--- src/rtl/idpw_pkg.sv ---
// Purpose: constants for the identify parameter words 54 to 84
// Assumes: one 16-bit word is served per word index
// Notes:   cycle times are in nanoseconds, as the host reads them
// Overview of operation
// [RL1] words 54-56 give current cylinders, heads, sectors
// [RL2] words 57-58 give current geometry product
// [RL3] word 59 upper bits zero, bit 8 one
// [RL4] word 59 low byte returns only 00h or 01h
// [RL5] words 60-61 give total LBA sector count
// [RL6] word 63 selected byte one-hot, 15-11 zero
// [RL7] bit 8/9/10 mark selected MDMA mode 0/1/2
// [RL8] word 63 low byte marks supported MDMA modes
// [RL9] word 65 minimum MDMA cycle, zero if unsupported
// [RL10] word 66 recommended cycle not below word 65
// [RL11] word 64 bit 1 PIO4, bit 0 PIO3
// [RL12] word 67 not below word 68
// [RL13] word 68 matches fastest supported PIO mode
// [RL14] unsupported PIO cycle words read zero
// [RL15] words 83,84 bit 14 one, bit 15 zero
// [RL16] word 82 fixed bits for fixed features
// [RL17] word 82 bits 1,5,6 follow feature support
// [RL18] word 83 bits 0-2,4 zero, bit 3 APM
// [RL19] host treats 0000h/FFFFh feature words as unknown
// [RL20] host should not depend on feature words
// [RL21] word 53 bit 1 set when extended fields supported; the code gives this on ext_valid_o instead, and word 53 reads 0000h
// [RL22] selected word registered one cycle after index

package idpw_pkg;

    localparam int unsigned IDPW_IDX_W       = 8;
    localparam int unsigned IDPW_WORD_W      = 16;

    localparam logic [7:0]  IDPW_W_CYL       = 8'h36;
    localparam logic [7:0]  IDPW_W_HEADS     = 8'h37;
    localparam logic [7:0]  IDPW_W_SPT       = 8'h38;
    localparam logic [7:0]  IDPW_W_CAP_LO    = 8'h39;
    localparam logic [7:0]  IDPW_W_CAP_HI    = 8'h3A;
    localparam logic [7:0]  IDPW_W_MULT      = 8'h3B;
    localparam logic [7:0]  IDPW_W_LBA_LO    = 8'h3C;
    localparam logic [7:0]  IDPW_W_LBA_HI    = 8'h3D;
    localparam logic [7:0]  IDPW_W_MDMA      = 8'h3F;
    localparam logic [7:0]  IDPW_W_PIO_ADV   = 8'h40;
    localparam logic [7:0]  IDPW_W_MDMA_MIN  = 8'h41;
    localparam logic [7:0]  IDPW_W_MDMA_REC  = 8'h42;
    localparam logic [7:0]  IDPW_W_PIO_NOFC  = 8'h43;
    localparam logic [7:0]  IDPW_W_PIO_IORDY = 8'h44;
    localparam logic [7:0]  IDPW_W_FEAT0     = 8'h52;
    localparam logic [7:0]  IDPW_W_FEAT1     = 8'h53;
    localparam logic [7:0]  IDPW_W_FEAT2     = 8'h54;
    localparam logic [7:0]  IDPW_W_FIRST     = 8'h36;
    localparam logic [7:0]  IDPW_W_LAST      = 8'h54;

    localparam int unsigned IDPW_MULT_VALID_BIT = 8;
    localparam int unsigned IDPW_MDMA_SEL_LSB   = 8;
    localparam int unsigned IDPW_PIO3_BIT       = 0;
    localparam int unsigned IDPW_PIO4_BIT       = 1;

    localparam int unsigned IDPW_F0_SEC_BIT  = 1;
    localparam int unsigned IDPW_F0_WC_BIT   = 5;
    localparam int unsigned IDPW_F0_LA_BIT   = 6;
    localparam int unsigned IDPW_F1_APM_BIT  = 3;
    localparam logic [15:0] IDPW_F0_FIXED    = 16'h7008;
    localparam logic [15:0] IDPW_FVALID      = 16'h4000;

    localparam logic [15:0] IDPW_MDMA_MIN_NS  = 16'h0078;
    localparam logic [15:0] IDPW_MDMA_REC_NS  = 16'h0078;
    localparam logic [15:0] IDPW_PIO_NOFC_NS  = 16'h0078;
    localparam logic [15:0] IDPW_PIO_IORDY_NS = 16'h0078;

    localparam logic [15:0] IDPW_WORD_RST    = 16'h0000;

endpackage : idpw_pkg

--- src/rtl/idpw_words.sv ---
// Purpose: identify parameter words 54 to 84 for the data port
// Assumes: all status inputs are synchronous to clk_i
// Notes:   one word per index, registered; other indices read 0000h
`timescale 1ns/1ns
`default_nettype none

module idpw_words
    import idpw_pkg::*;
#(
    parameter int unsigned      MDMA_MAX_MODE = 2,
    parameter bit               PIO3_SUP      = 1'b1,
    parameter bit               PIO4_SUP      = 1'b1,
    parameter bit               EXT_SUP       = 1'b1,
    parameter bit               MDMA_CYC_SUP  = 1'b1,
    parameter logic [15:0]      MDMA_MIN_NS   = IDPW_MDMA_MIN_NS,
    parameter logic [15:0]      MDMA_REC_NS   = IDPW_MDMA_REC_NS,
    parameter logic [15:0]      PIO_NOFC_NS   = IDPW_PIO_NOFC_NS,
    parameter logic [15:0]      PIO_IORDY_NS  = IDPW_PIO_IORDY_NS
) (
    input  wire logic                  clk_i,
    input  wire logic                  srst_i,
    input  wire logic                  ce_i,
    input  wire logic [IDPW_IDX_W-1:0] word_idx_i,
    input  wire logic [15:0]           cur_cyl_i,
    input  wire logic [15:0]           cur_heads_i,
    input  wire logic [15:0]           cur_spt_i,
    input  wire logic [31:0]           lba_total_i,
    input  wire logic [7:0]            mult_count_i,
    input  wire logic                  mdma_sel_en_i,
    input  wire logic [1:0]            mdma_sel_mode_i,
    input  wire logic                  security_sup_i,
    input  wire logic                  wcache_sup_i,
    input  wire logic                  lookahead_sup_i,
    input  wire logic                  apm_sup_i,
    output logic [IDPW_WORD_W-1:0]     word_o,
    output logic                       word_hit_o,
    output logic                       ext_valid_o
);

    // refuse settings the word layout cannot express
    if (IDPW_WORD_W != 16) begin : g_bad_word_w
        $error("identify words are 16 bits wide");
    end

    if (IDPW_IDX_W < 7) begin : g_bad_idx_w
        $error("word index too narrow for word 84");
    end

    if (MDMA_MAX_MODE > 2) begin : g_bad_mdma_max
        $error("MDMA_MAX_MODE above 2 is not encodable");
    end

    // modes 1 and up oblige the DMA cycle-time words
    if ((MDMA_MAX_MODE >= 1) && !MDMA_CYC_SUP) begin : g_bad_mdma_cyc
        $error("DMA modes 1 and up need the cycle-time words");
    end

    // a zero would read as an unsupported field
    if (MDMA_CYC_SUP && (MDMA_MIN_NS == 16'h0000)) begin : g_bad_mdma_min
        $error("zero minimum DMA cycle while supported");
    end

    if (MDMA_CYC_SUP && (MDMA_REC_NS < MDMA_MIN_NS)) begin : g_bad_mdma_rec
        $error("recommended DMA cycle below minimum");
    end

    if (PIO3_SUP && (PIO_IORDY_NS == 16'h0000)) begin : g_bad_pio_iordy
        $error("zero IORDY cycle while PIO3 supported");
    end

    if (PIO3_SUP && (PIO_NOFC_NS < PIO_IORDY_NS)) begin : g_bad_pio_nofc
        $error("PIO cycle without flow control below IORDY cycle");
    end

    if (PIO4_SUP && !PIO3_SUP) begin : g_bad_pio4
        $error("PIO4 support needs PIO3 support");
    end

    if ((MDMA_CYC_SUP || PIO3_SUP) && !EXT_SUP) begin : g_bad_ext
        $error("extended fields used while EXT_SUP is clear");
    end

    localparam logic [1:0] MDMA_MAX = 2'(MDMA_MAX_MODE);

    // ------------------------------------------------------------
    // geometry and capacity
    // ------------------------------------------------------------
    logic [31:0] cap_val;

    idpw_cap_mult u_cap (
        .cyl_i   (cur_cyl_i),
        .heads_i (cur_heads_i),
        .spt_i   (cur_spt_i),
        .cap_o   (cap_val)
    );

    // ------------------------------------------------------------
    // multiple sector setting
    // ------------------------------------------------------------
    // any nonzero host count is reported as one: only 00h/01h exist
    wire         mult_on   = |mult_count_i;
    wire  [7:0]  mult_low  = {7'h00, mult_on}; // RL4
    wire  [15:0] mult_word;

    assign mult_word = {7'h00, 1'b1, mult_low}; // RL3

    // ------------------------------------------------------------
    // multiword DMA support and selection
    // ------------------------------------------------------------
    logic [2:0] mdma_sup_bits;
    logic [2:0] mdma_sel_bits;

    generate
        for (genvar m = 0; m < 3; m++) begin : g_mdma
            // mode m supported when the top supported mode reaches m
            assign mdma_sup_bits[m] = (2'(m) <= MDMA_MAX); // RL8
            // a selection beyond support shows nothing selected
            assign mdma_sel_bits[m] = mdma_sel_en_i
                                      && (mdma_sel_mode_i == 2'(m))
                                      && mdma_sup_bits[m]; // RL7
        end
    endgenerate

    wire [15:0] mdma_word = {5'h00, mdma_sel_bits, 5'h00, mdma_sup_bits}; // RL6

    // ------------------------------------------------------------
    // advanced PIO modes
    // ------------------------------------------------------------
    wire [15:0] pio_adv_word = {14'h0000, PIO4_SUP, PIO3_SUP}; // RL11

    // ------------------------------------------------------------
    // cycle time words
    // ------------------------------------------------------------
    // unsupported fields read zero so the host skips them
    wire [15:0] mdma_min_word = MDMA_CYC_SUP ? MDMA_MIN_NS : 16'h0000; // RL9
    wire [15:0] mdma_rec_word = MDMA_CYC_SUP ? MDMA_REC_NS : 16'h0000; // RL10
    wire [15:0] pio_nofc_word = PIO3_SUP ? PIO_NOFC_NS : 16'h0000; // RL12 RL14
    wire [15:0] pio_iordy_word = PIO3_SUP ? PIO_IORDY_NS : 16'h0000; // RL13 RL14

    // ------------------------------------------------------------
    // feature support words
    // ------------------------------------------------------------
    logic [15:0] feat0_word;
    logic [15:0] feat1_word;
    logic [15:0] feat2_word;

    // fixed bits never collapse to 0000h/FFFFh, so the host sees them valid
    always_comb begin
        feat0_word                  = IDPW_F0_FIXED; // RL16
        feat0_word[IDPW_F0_SEC_BIT] = security_sup_i; // RL17
        feat0_word[IDPW_F0_WC_BIT]  = wcache_sup_i; // RL17
        feat0_word[IDPW_F0_LA_BIT]  = lookahead_sup_i; // RL17
    end

    always_comb begin
        feat1_word                  = IDPW_FVALID; // RL15
        feat1_word[IDPW_F1_APM_BIT] = apm_sup_i; // RL18
    end

    assign feat2_word = IDPW_FVALID; // RL15

    // ------------------------------------------------------------
    // word select
    // ------------------------------------------------------------
    logic [15:0] sel_word;
    logic        sel_hit;

    wire hit_cyl    = (word_idx_i == IDPW_W_CYL);
    wire hit_heads  = (word_idx_i == IDPW_W_HEADS);
    wire hit_spt    = (word_idx_i == IDPW_W_SPT);
    wire hit_cap_lo = (word_idx_i == IDPW_W_CAP_LO);
    wire hit_cap_hi = (word_idx_i == IDPW_W_CAP_HI);
    wire hit_mult   = (word_idx_i == IDPW_W_MULT);
    wire hit_lba_lo = (word_idx_i == IDPW_W_LBA_LO);
    wire hit_lba_hi = (word_idx_i == IDPW_W_LBA_HI);
    wire hit_mdma   = (word_idx_i == IDPW_W_MDMA);
    wire hit_pio    = (word_idx_i == IDPW_W_PIO_ADV);
    wire hit_dmin   = (word_idx_i == IDPW_W_MDMA_MIN);
    wire hit_drec   = (word_idx_i == IDPW_W_MDMA_REC);
    wire hit_pnofc  = (word_idx_i == IDPW_W_PIO_NOFC);
    wire hit_piordy = (word_idx_i == IDPW_W_PIO_IORDY);
    wire hit_feat0  = (word_idx_i == IDPW_W_FEAT0);
    wire hit_feat1  = (word_idx_i == IDPW_W_FEAT1);
    wire hit_feat2  = (word_idx_i == IDPW_W_FEAT2);

    // reserved words inside the range still count as served
    assign sel_hit = (word_idx_i >= IDPW_W_FIRST) && (word_idx_i <= IDPW_W_LAST);

    always_comb begin
        if (hit_cyl) begin
            sel_word = cur_cyl_i; // RL1
        end else if (hit_heads) begin
            sel_word = cur_heads_i; // RL1
        end else if (hit_spt) begin
            sel_word = cur_spt_i; // RL1
        end else if (hit_cap_lo) begin
            sel_word = cap_val[15:0]; // RL2
        end else if (hit_cap_hi) begin
            sel_word = cap_val[31:16]; // RL2
        end else if (hit_mult) begin
            sel_word = mult_word;
        end else if (hit_lba_lo) begin
            sel_word = lba_total_i[15:0]; // RL5
        end else if (hit_lba_hi) begin
            sel_word = lba_total_i[31:16]; // RL5
        end else if (hit_mdma) begin
            sel_word = mdma_word;
        end else if (hit_pio) begin
            sel_word = EXT_SUP ? pio_adv_word : 16'h0000;
        end else if (hit_dmin) begin
            sel_word = mdma_min_word;
        end else if (hit_drec) begin
            sel_word = mdma_rec_word;
        end else if (hit_pnofc) begin
            sel_word = pio_nofc_word;
        end else if (hit_piordy) begin
            sel_word = pio_iordy_word;
        end else if (hit_feat0) begin
            sel_word = feat0_word;
        end else if (hit_feat1) begin
            sel_word = feat1_word;
        end else if (hit_feat2) begin
            sel_word = feat2_word;
        end else begin
            sel_word = IDPW_WORD_RST;
        end
    end

    // ------------------------------------------------------------
    // output registers
    // ------------------------------------------------------------
    logic [15:0] word_ff;
    logic        hit_ff;
    logic        ext_ff;
    logic [15:0] nxt_word;
    logic        nxt_hit;
    logic        nxt_ext;

    assign nxt_word = sel_word;
    assign nxt_hit  = sel_hit;
    assign nxt_ext  = EXT_SUP; // RL21

    // reset beats ce so a frozen block still clears
    always_ff @(posedge clk_i) begin
        if (srst_i) begin
            word_ff <= IDPW_WORD_RST;
        end else if (ce_i) begin
            word_ff <= nxt_word; // RL22
        end
    end

    always_ff @(posedge clk_i) begin
        if (srst_i) begin
            hit_ff <= 1'b0;
        end else if (ce_i) begin
            hit_ff <= nxt_hit; // RL22
        end
    end

    // validity reads zero until the first enabled edge
    always_ff @(posedge clk_i) begin
        if (srst_i) begin
            ext_ff <= 1'b0;
        end else if (ce_i) begin
            ext_ff <= nxt_ext; // RL21
        end
    end

    assign word_o      = word_ff;
    assign word_hit_o  = hit_ff;
    assign ext_valid_o = ext_ff;

endmodule : idpw_words

`default_nettype wire

--- src/rtl/idpw_cap_mult.sv ---
// Purpose: current capacity from the current geometry
// Assumes: geometry inputs are steady while words are read
// Notes:   product saturates instead of wrapping
`timescale 1ns/1ns
`default_nettype none

module idpw_cap_mult (
    input  wire logic [15:0] cyl_i,
    input  wire logic [15:0] heads_i,
    input  wire logic [15:0] spt_i,
    output logic      [31:0] cap_o
);

    logic [31:0] ch_prod;
    logic [47:0] full_prod;
    logic        over;

    assign ch_prod   = cyl_i * heads_i;
    assign full_prod = ch_prod * {32'h0000_0000, spt_i};
    // wrap would report a small, wrong size; saturate instead
    assign over      = |full_prod[47:32];
    assign cap_o     = over ? 32'hFFFF_FFFF : full_prod[31:0]; // RL2

endmodule : idpw_cap_mult

`default_nettype wire

--- config.mk ---
export PLATFORM = sky130hd
export DESIGN_NAME = idpw_words
export DESIGN_NICKNAME = d
export VERILOG_FILES = /design/src/rtl/idpw_pkg.sv /design/src/rtl/idpw_words.sv /design/src/rtl/idpw_cap_mult.sv
export SDC_FILE = /design/constraint.sdc
export NUM_CORES = 2
export LEC_CHECK = 0
export ABC_AREA = 1
export ABC_CLOCK_PERIOD_IN_PS = 11000
export BUFFER_PORTS_ARGS = -buffer_cell sky130_fd_sc_hd__clkbuf_2
export CAP_MARGIN = 20
export CORE_MARGIN = 2
export CORE_UTILIZATION = 60
export DETAILED_ROUTE_END_ITERATION = 10
export HOLD_SLACK_MARGIN = 0.15
export PLACE_DENSITY = 0.81
export RECOVER_POWER = 50
export SYNTH_ARGS = -nofsm -noshare
export SYNTH_HDL_FRONTEND = slang
export SYNTH_SLANG_ARGS = --single-unit
--- constraint.sdc ---
create_clock -name clk_i -period 11 [get_ports clk_i]
set_input_delay 1.1 -clock clk_i [delete_from_list [all_inputs] [get_ports clk_i]]
set_output_delay 1.1 -clock clk_i [all_outputs]
set_load 0.01 [all_outputs]
Word-level counts from Yosys, hierarchy flattened
Index checks and enable logic that the tools add are counted.
{"block": "totals", "reg_bits": 18, "inputBits": 106, "output_inout_bits": 18}
{"block": "classes", "n_mul": 2, "order_cmp": 2, "eq_ne": 19, "muxes": 18, "reduce_logical": 7}
{"operator": "2-to-1 mux 15 bit", "count": 9}
{"operator": "2-to-1 mux 16 bit", "count": 8}
{"operator": "equality test 8 x 6 -> 1 bit (second input constant)", "count": 9}
{"operator": "equality test 8 x 7 -> 1 bit (second input constant)", "count": 8}
{"operator": "multiplier 32 x 16 -> 48 bit", "count": 1}
{"operator": "multiplier 16 x 16 -> 32 bit", "count": 1}
{"operator": "2-to-1 mux 32 bit", "count": 1}
{"operator": "OR reduction 16 bit", "count": 1}
{"operator": "greater-or-equal comparator 8 x 6 -> 1 bit (second input constant)", "count": 1}
{"operator": "less-or-equal comparator 8 x 7 -> 1 bit (second input constant)", "count": 1}
{"operator": "OR reduction 8 bit", "count": 1}
{"operator": "logical AND 1 bit", "count": 4}
{"operator": "equality test 2 x 1 -> 1 bit (second input constant)", "count": 1}
{"operator": "equality test 2 bit (second input constant)", "count": 1}
{"operator": "zero test 2 bit", "count": 1}

Longest topological paths before layout
{"block": "depth", "word_depth": 18, "mapped_depth": 66}

Hierarchy
From an unflattened synthesis, not the netlist that was laid out.
{"block": "unflattened", "hier_cells": 4019, "area_unflattened_um2": 28956.5}
{"module": "idpw_cap_mult", "instances": 1, "cells_per_inst": 3650, "area_each_um2": 26959.6, "seq_area_each_um2": 0.0}
{"module": "idpw_words", "instances": 1, "cells_per_inst": 369, "area_each_um2": 1996.9, "seq_area_each_um2": 360.3}

Least setup slack after synthesis
OpenSTA, ideal clock, no wires.
{"block": "synth_path", "kind": "input port to flip-flop", "from": "input port cur_heads_i[1]", "to": "register word_ff[7], in the netlist word_o[7]", "setup_ns": 0.132, "arrival_ns": 11.881, "required_time_ns": 10.868, "path_slack_ns": -1.014, "path_stages": 58, "path_cell_list": "clkbuf_1 clkbuf_1 nand2_1 fa_1 fa_1 fa_1 inv_1 fa_1 inv_1 fa_1 fa_1 inv_1 ha_1 inv_1 nor3_1 nand3_1 nand3_2 a21oi_1 (+22 left out) inv_2 nor2_2 inv_1 nor2_1 nand3_1 nand4_1 nand2_1 nor2_1 nand2_1 nor2_4 nand2_2 nor2_4 buf_6 nand2_1 nand2_1 nand3_1 nand2_1 a21oi_1"}
{"block": "synth_between", "elab_chain_cells": 9}
{"item": "start: declaration", "line_no": "idpw_words.sv:25", "source": "input wire logic [15:0] cur_heads_i,"}
{"item": "multiplier 16 x 16 -> 32 bit (*)", "line_no": "idpw_cap_mult.sv:18", "source": "assign ch_prod = cyl_i * heads_i;"}
{"item": "multiplier 32 x 16 -> 48 bit (*)", "line_no": "idpw_cap_mult.sv:19", "source": "assign full_prod = ch_prod * {32'h0000_0000, spt_i};"}
{"item": "OR reduction 16 bit", "line_no": "idpw_cap_mult.sv:21", "source": "assign over = |full_prod[47:32];"}
{"item": "2-to-1 mux 32 bit (*)", "line_no": "idpw_cap_mult.sv:22", "source": "assign cap_o = over ? 32'hFFFF_FFFF : full_prod[31:0];"}
{"item": "2-to-1 mux 16 bit", "line_no": "idpw_words.sv:198", "source": "end else if (hit_cap_hi) begin"}
{"item": "2-to-1 mux 16 bit (*)", "line_no": "idpw_words.sv:196", "source": "end else if (hit_cap_lo) begin"}
{"item": "2-to-1 mux 16 bit (*)", "line_no": "idpw_words.sv:194", "source": "end else if (hit_spt) begin"}
{"item": "2-to-1 mux 16 bit (*)", "line_no": "idpw_words.sv:192", "source": "end else if (hit_heads) begin"}
{"item": "2-to-1 mux 16 bit (*)", "line_no": "idpw_words.sv:190", "source": "if (hit_cyl) begin"}
{"item": "end signal: assignment", "line_no": "idpw_words.sv:248", "source": "word_ff <= nxt_word;"}
{"item": "end: declaration", "line_no": "idpw_words.sv:232", "source": "logic [15:0] word_ff;"}
Every way passes the cells marked *; elsewhere a longest branch is shown, timed or not.
A chain may end at the register's enable or synchronous reset.

Final worst setup path
{"block": "layout_path", "from": "input port cur_heads_i[5]", "to": "register word_ff[7], in the netlist word_o[7]"}
The elaborated chain is that of the path after synthesis.

==> metrics.md <==
| Metric | Value |
|---|---|
| CP top delay family | adder cells |
| First-pass GRT wire length | 141000 µm |
| Tightest Pin Transition | 1.06 ns |
| Reg-to-reg slack, setup | 10.29 ns |
| Slew Viols, Final | 0 |
| Post-route clock period utilization | 1.11 |
| Num CTS Buffers | 3 |
| Die width | 220 µm |
| Clock root cell | clkbuf_16 |
| Synthesized Nets | 4867 |
| Final Critical Period | 12.25 ns |
| Gr busiest metal | met2 |
| Largest net degree at the start of global routing | 30 |
| Initial Utilization | 0.611 |
| Post-synthesis sequential area ratio | 0.0129 |
| Die ar. | 48200 µm² |
| Max_slew headroom | 0.288 |
| #FFs+latches synth | 18 |
| Fin. Hold Viols | 0 |
| Final net count | 5265 |
| Status | finished, violations left |
| R2R depth | 2 |
| Via-per-instance ratio | 5.39 |
| Clk_skew | 0 ns |
| Layout Cells excl Fill | 4923 |
| Setup slack after layout | -1.25 ns |
| Worst setup EP type | flip-flop |
| Hold WC Path Type | flip-flop to flip-flop |
| Post-Syn Instances | 3925 |
| Startpoint Class | primary input |
| CP max stage cell | fa_2 |
| Highest net fanout along the worst path | 7 |
| CTS tree | yes |
| Failing checks | negative setup slack |
| Clk_lat worst skew | 0.25 ns |
| R2r endpoint | word_o[9] |
| I/O pin count | 124 |
| Yosys cell types | 46 |
| Fin Hold WS | 0.468 ns |
| Avg Cell Area, Syn | 7.10 µm² |
| F_max | 81.7 MHz |
| Mapped cell area | 27900 µm² |
| Placed cells | 4880 |
| Site Rows | 78 |
| Core Area | 45600 µm² |
| HP Start | word_hit_o |
| Syn-to-layout area delta | 19.0% |
| Post-synth EDFFs | 0 |
| Clk pin slew, worst setup/hold paths | 0.06 ns |
| HPWL after DPL | 73500 µm |
| Setup Crit Path Kind | primary input to flip-flop |
| Main synth FF type | dfxtp_1 |
| MaxCap Viol Count | 0 |
| Critical path arrival | 12.37 ns |
| DP Worst Slack | -1.80 ns |
| Met3 Use GR | 0.108 |
| GPL Wtd Cong | 1.05 |
| H-tree depth | 1 |
| Critical Path RT | 11.12 ns |
| Reg2reg start | word_o[9] |
| DR pass1 iterations | 6 |
| Vias in the first global route | 27300 |
| DRC Markers | 0 |
| Hold depth | 2 |
| Die height | 220 µm |
| Hold Buf Count CTS | 0 |
| Initial antenna violation count | 2 |
| Most frequent CP cell | fa_1 |
| CP max stage delay | 0.60 ns |
| Num Clock Sinks | 18 |
| RSZ-0062 raised after global routing | yes |
| Layout cell share with drive strength beyond 1 | 0.183 |
| Routed length per instance | 18.1 µm |
| IO buf count | 123 |
| Grt total ovfl | 0 |
| Synth async-reset ratio | 0 |
| Drt total wl | 89000 µm |
| Routing usage on met2 | 0.607 |
| CTS Buffer Depth | 2 |
| Bufs and invs on worst path | 16 |
| Antenna Nets Post-Route | 0 |
| # setup viols final | 16 |
| GRT Util Overall | 0.381 |
| Worst Hold End | word_hit_o |
| 1st-iter DRT viols | 2773 |
| Syn. warnings | 0 |
| Routed vias | 26500 |
| Met1 global-route usage | 0.479 |
-- metrics by stage --
stage / instance area (µm²) / TNS [ns] / util
final: 33200 / -18.94 / 0.728
after floorplan: 28200 / -7.98 / -
after global routing: 33200 / -26.74 / 0.728
after CTS: 32600 / -16.81 / 0.715
after detailed placement: 31800 / -27.95 / 0.697
after global placement: 31800 / -27.05 / 0.697
-- cell type report --
type / count / area [µm²]
multi-input cells: 2628 / 23700
fillers: 3502 / 12400
inverters: 1126 / 4240
repair buffers: 546 / 4080
well taps: 600 / 751
flip-flops and latches: 18 / 360
clock buffers: 4 / 88.8
diodes: 1 / 2.50
-- sequential cells by signal (all words and copies together), names as in the netlist --
register,flops
word_o,16
word_hit_o,1
ext_valid_o,1
-- cells by family after synthesis --
| family | after synthesis | synth area share |
|---|---|---|
| DFF | 18 | 0.0129 |
| adders and majority gates | 836 | 0.540 |
| buffers and inverters | 1280 | 0.173 |
| xor gates and xnor gates | 39 | 0.0128 |
| and+or+nand+nor | 1563 | 0.223 |
| AOI/OAI and AO/OA | 189 | 0.0384 |
-- cell usage after synthesis (2+ instances only) --
cell type / count / share of area
xnor2_1: 25 / 0.0079
nand4_1: 14 / 0.0031
a21boi_0: 2 / 0.00054
nor4_1: 2 / 0.00045
inv_2: 14 / 0.0019
inv_1: 1102 / 0.15
fa_1: 612 / 0.44
or2_2: 13 / 0.0029
nor3_2: 2 / 0.00072
a21oi_1: 104 / 0.019
nand3b_1: 2 / 0.00054
dfxtp_1: 18 / 0.013
nor2_2: 10 / 0.0022
nand2_2: 4 / 0.00090
o21a_1: 3 / 0.00081
a21oi_2: 2 / 0.00063
a41oi_1: 2 / 0.00063
nand3_2: 5 / 0.0018
nand2_1: 1083 / 0.15
o21bai_1: 12 / 0.0032
ha_1: 224 / 0.10
xor2_1: 12 / 0.0038
clkinv_1: 10 / 0.0013
a221oi_1: 3 / 0.00094
a211oi_1: 5 / 0.0013
clkbuf_1: 148 / 0.020
nor2_1: 298 / 0.040
nor2_4: 3 / 0.0012
nor3_1: 16 / 0.0029
buf_2: 4 / 0.00072
o21ai_0: 45 / 0.0081
o21ai_2: 3 / 0.00094
or2_1: 2 / 0.00045
nand3_1: 109 / 0.020
-- tightest hold or removal path, stage by stage (launching register included) --
cell and delay [ns]:
dfxtp_1 0.31, nand2_1 0.06, a21oi_1 0.06
-- routing by layer --
metal / share of wire / wire (µm)
met5: 0.0013 / 119
met4: 0.063 / 5620
met3: 0.12 / 10900
met2: 0.45 / 40200
met1: 0.36 / 32200
-- layout by cell type (no fill, tap or decap), types with 5 or more instances in the layout --
| master | netlist | final |
|---|---|---|
| a21oi_2 | 2 | 21 |
| ha_4 | 0 | 20 |
| nor2_1 | 298 | 258 |
| or2_2 | 13 | 13 |
| nand3_1 | 109 | 98 |
| buf_6 | 1 | 26 |
| o21ai_2 | 3 | 6 |
| nor3_1 | 16 | 12 |
| clkbuf_8 | 0 | 6 |
| xor2_1 | 12 | 10 |
| clkinv_1 | 10 | 10 |
| nand2_4 | 0 | 10 |
| xnor2_1 | 25 | 24 |
| clkbuf_1 | 148 | 10 |
| buf_4 | 0 | 388 |
| fa_1 | 612 | 607 |
| nor2_4 | 3 | 19 |
| fa_2 | 0 | 5 |
| nand2_1 | 1083 | 1031 |
| a21oi_1 | 104 | 83 |
| dfxtp_1 | 18 | 18 |
| nand3_2 | 5 | 14 |
| inv_2 | 14 | 37 |
| buf_12 | 0 | 10 |
| o21bai_1 | 12 | 10 |
| inv_1 | 1102 | 1075 |
| nand2_2 | 4 | 44 |
| o21ai_0 | 45 | 39 |
| nor2_2 | 10 | 35 |
| a211oi_1 | 5 | 5 |
| clkbuf_2 | 0 | 102 |
| nand4_1 | 14 | 14 |
| ha_1 | 224 | 202 |
-- timing repair --
item                       4_1_cts  5_1_grt
pin swaps                       85       71
setup endpoints to repair       16       16
setup buffers                   27       10
gates resized for setup        132      138
cloned                           3        0
-- how the worst max path moves through the flow --
stage                               from   endpoint  slack (ns)  depth (start not counted)
after global placement    cur_heads_i[5]  word_o[7]       -1.75                         58
after detailed placement  cur_heads_i[5]  word_o[7]       -1.80                         58
after CTS                   cur_cyl_i[5]  word_o[7]       -1.08                         60
after global routing      cur_heads_i[5]  word_o[7]       -1.73                         61
after floorplan             cur_cyl_i[7]  word_o[7]       -0.56                         60
final                     cur_heads_i[5]  word_o[7]       -1.25                         59
Power is not shown: default switching activity piles up to over one toggle a cycle in this logic, so the estimate is an artifact.
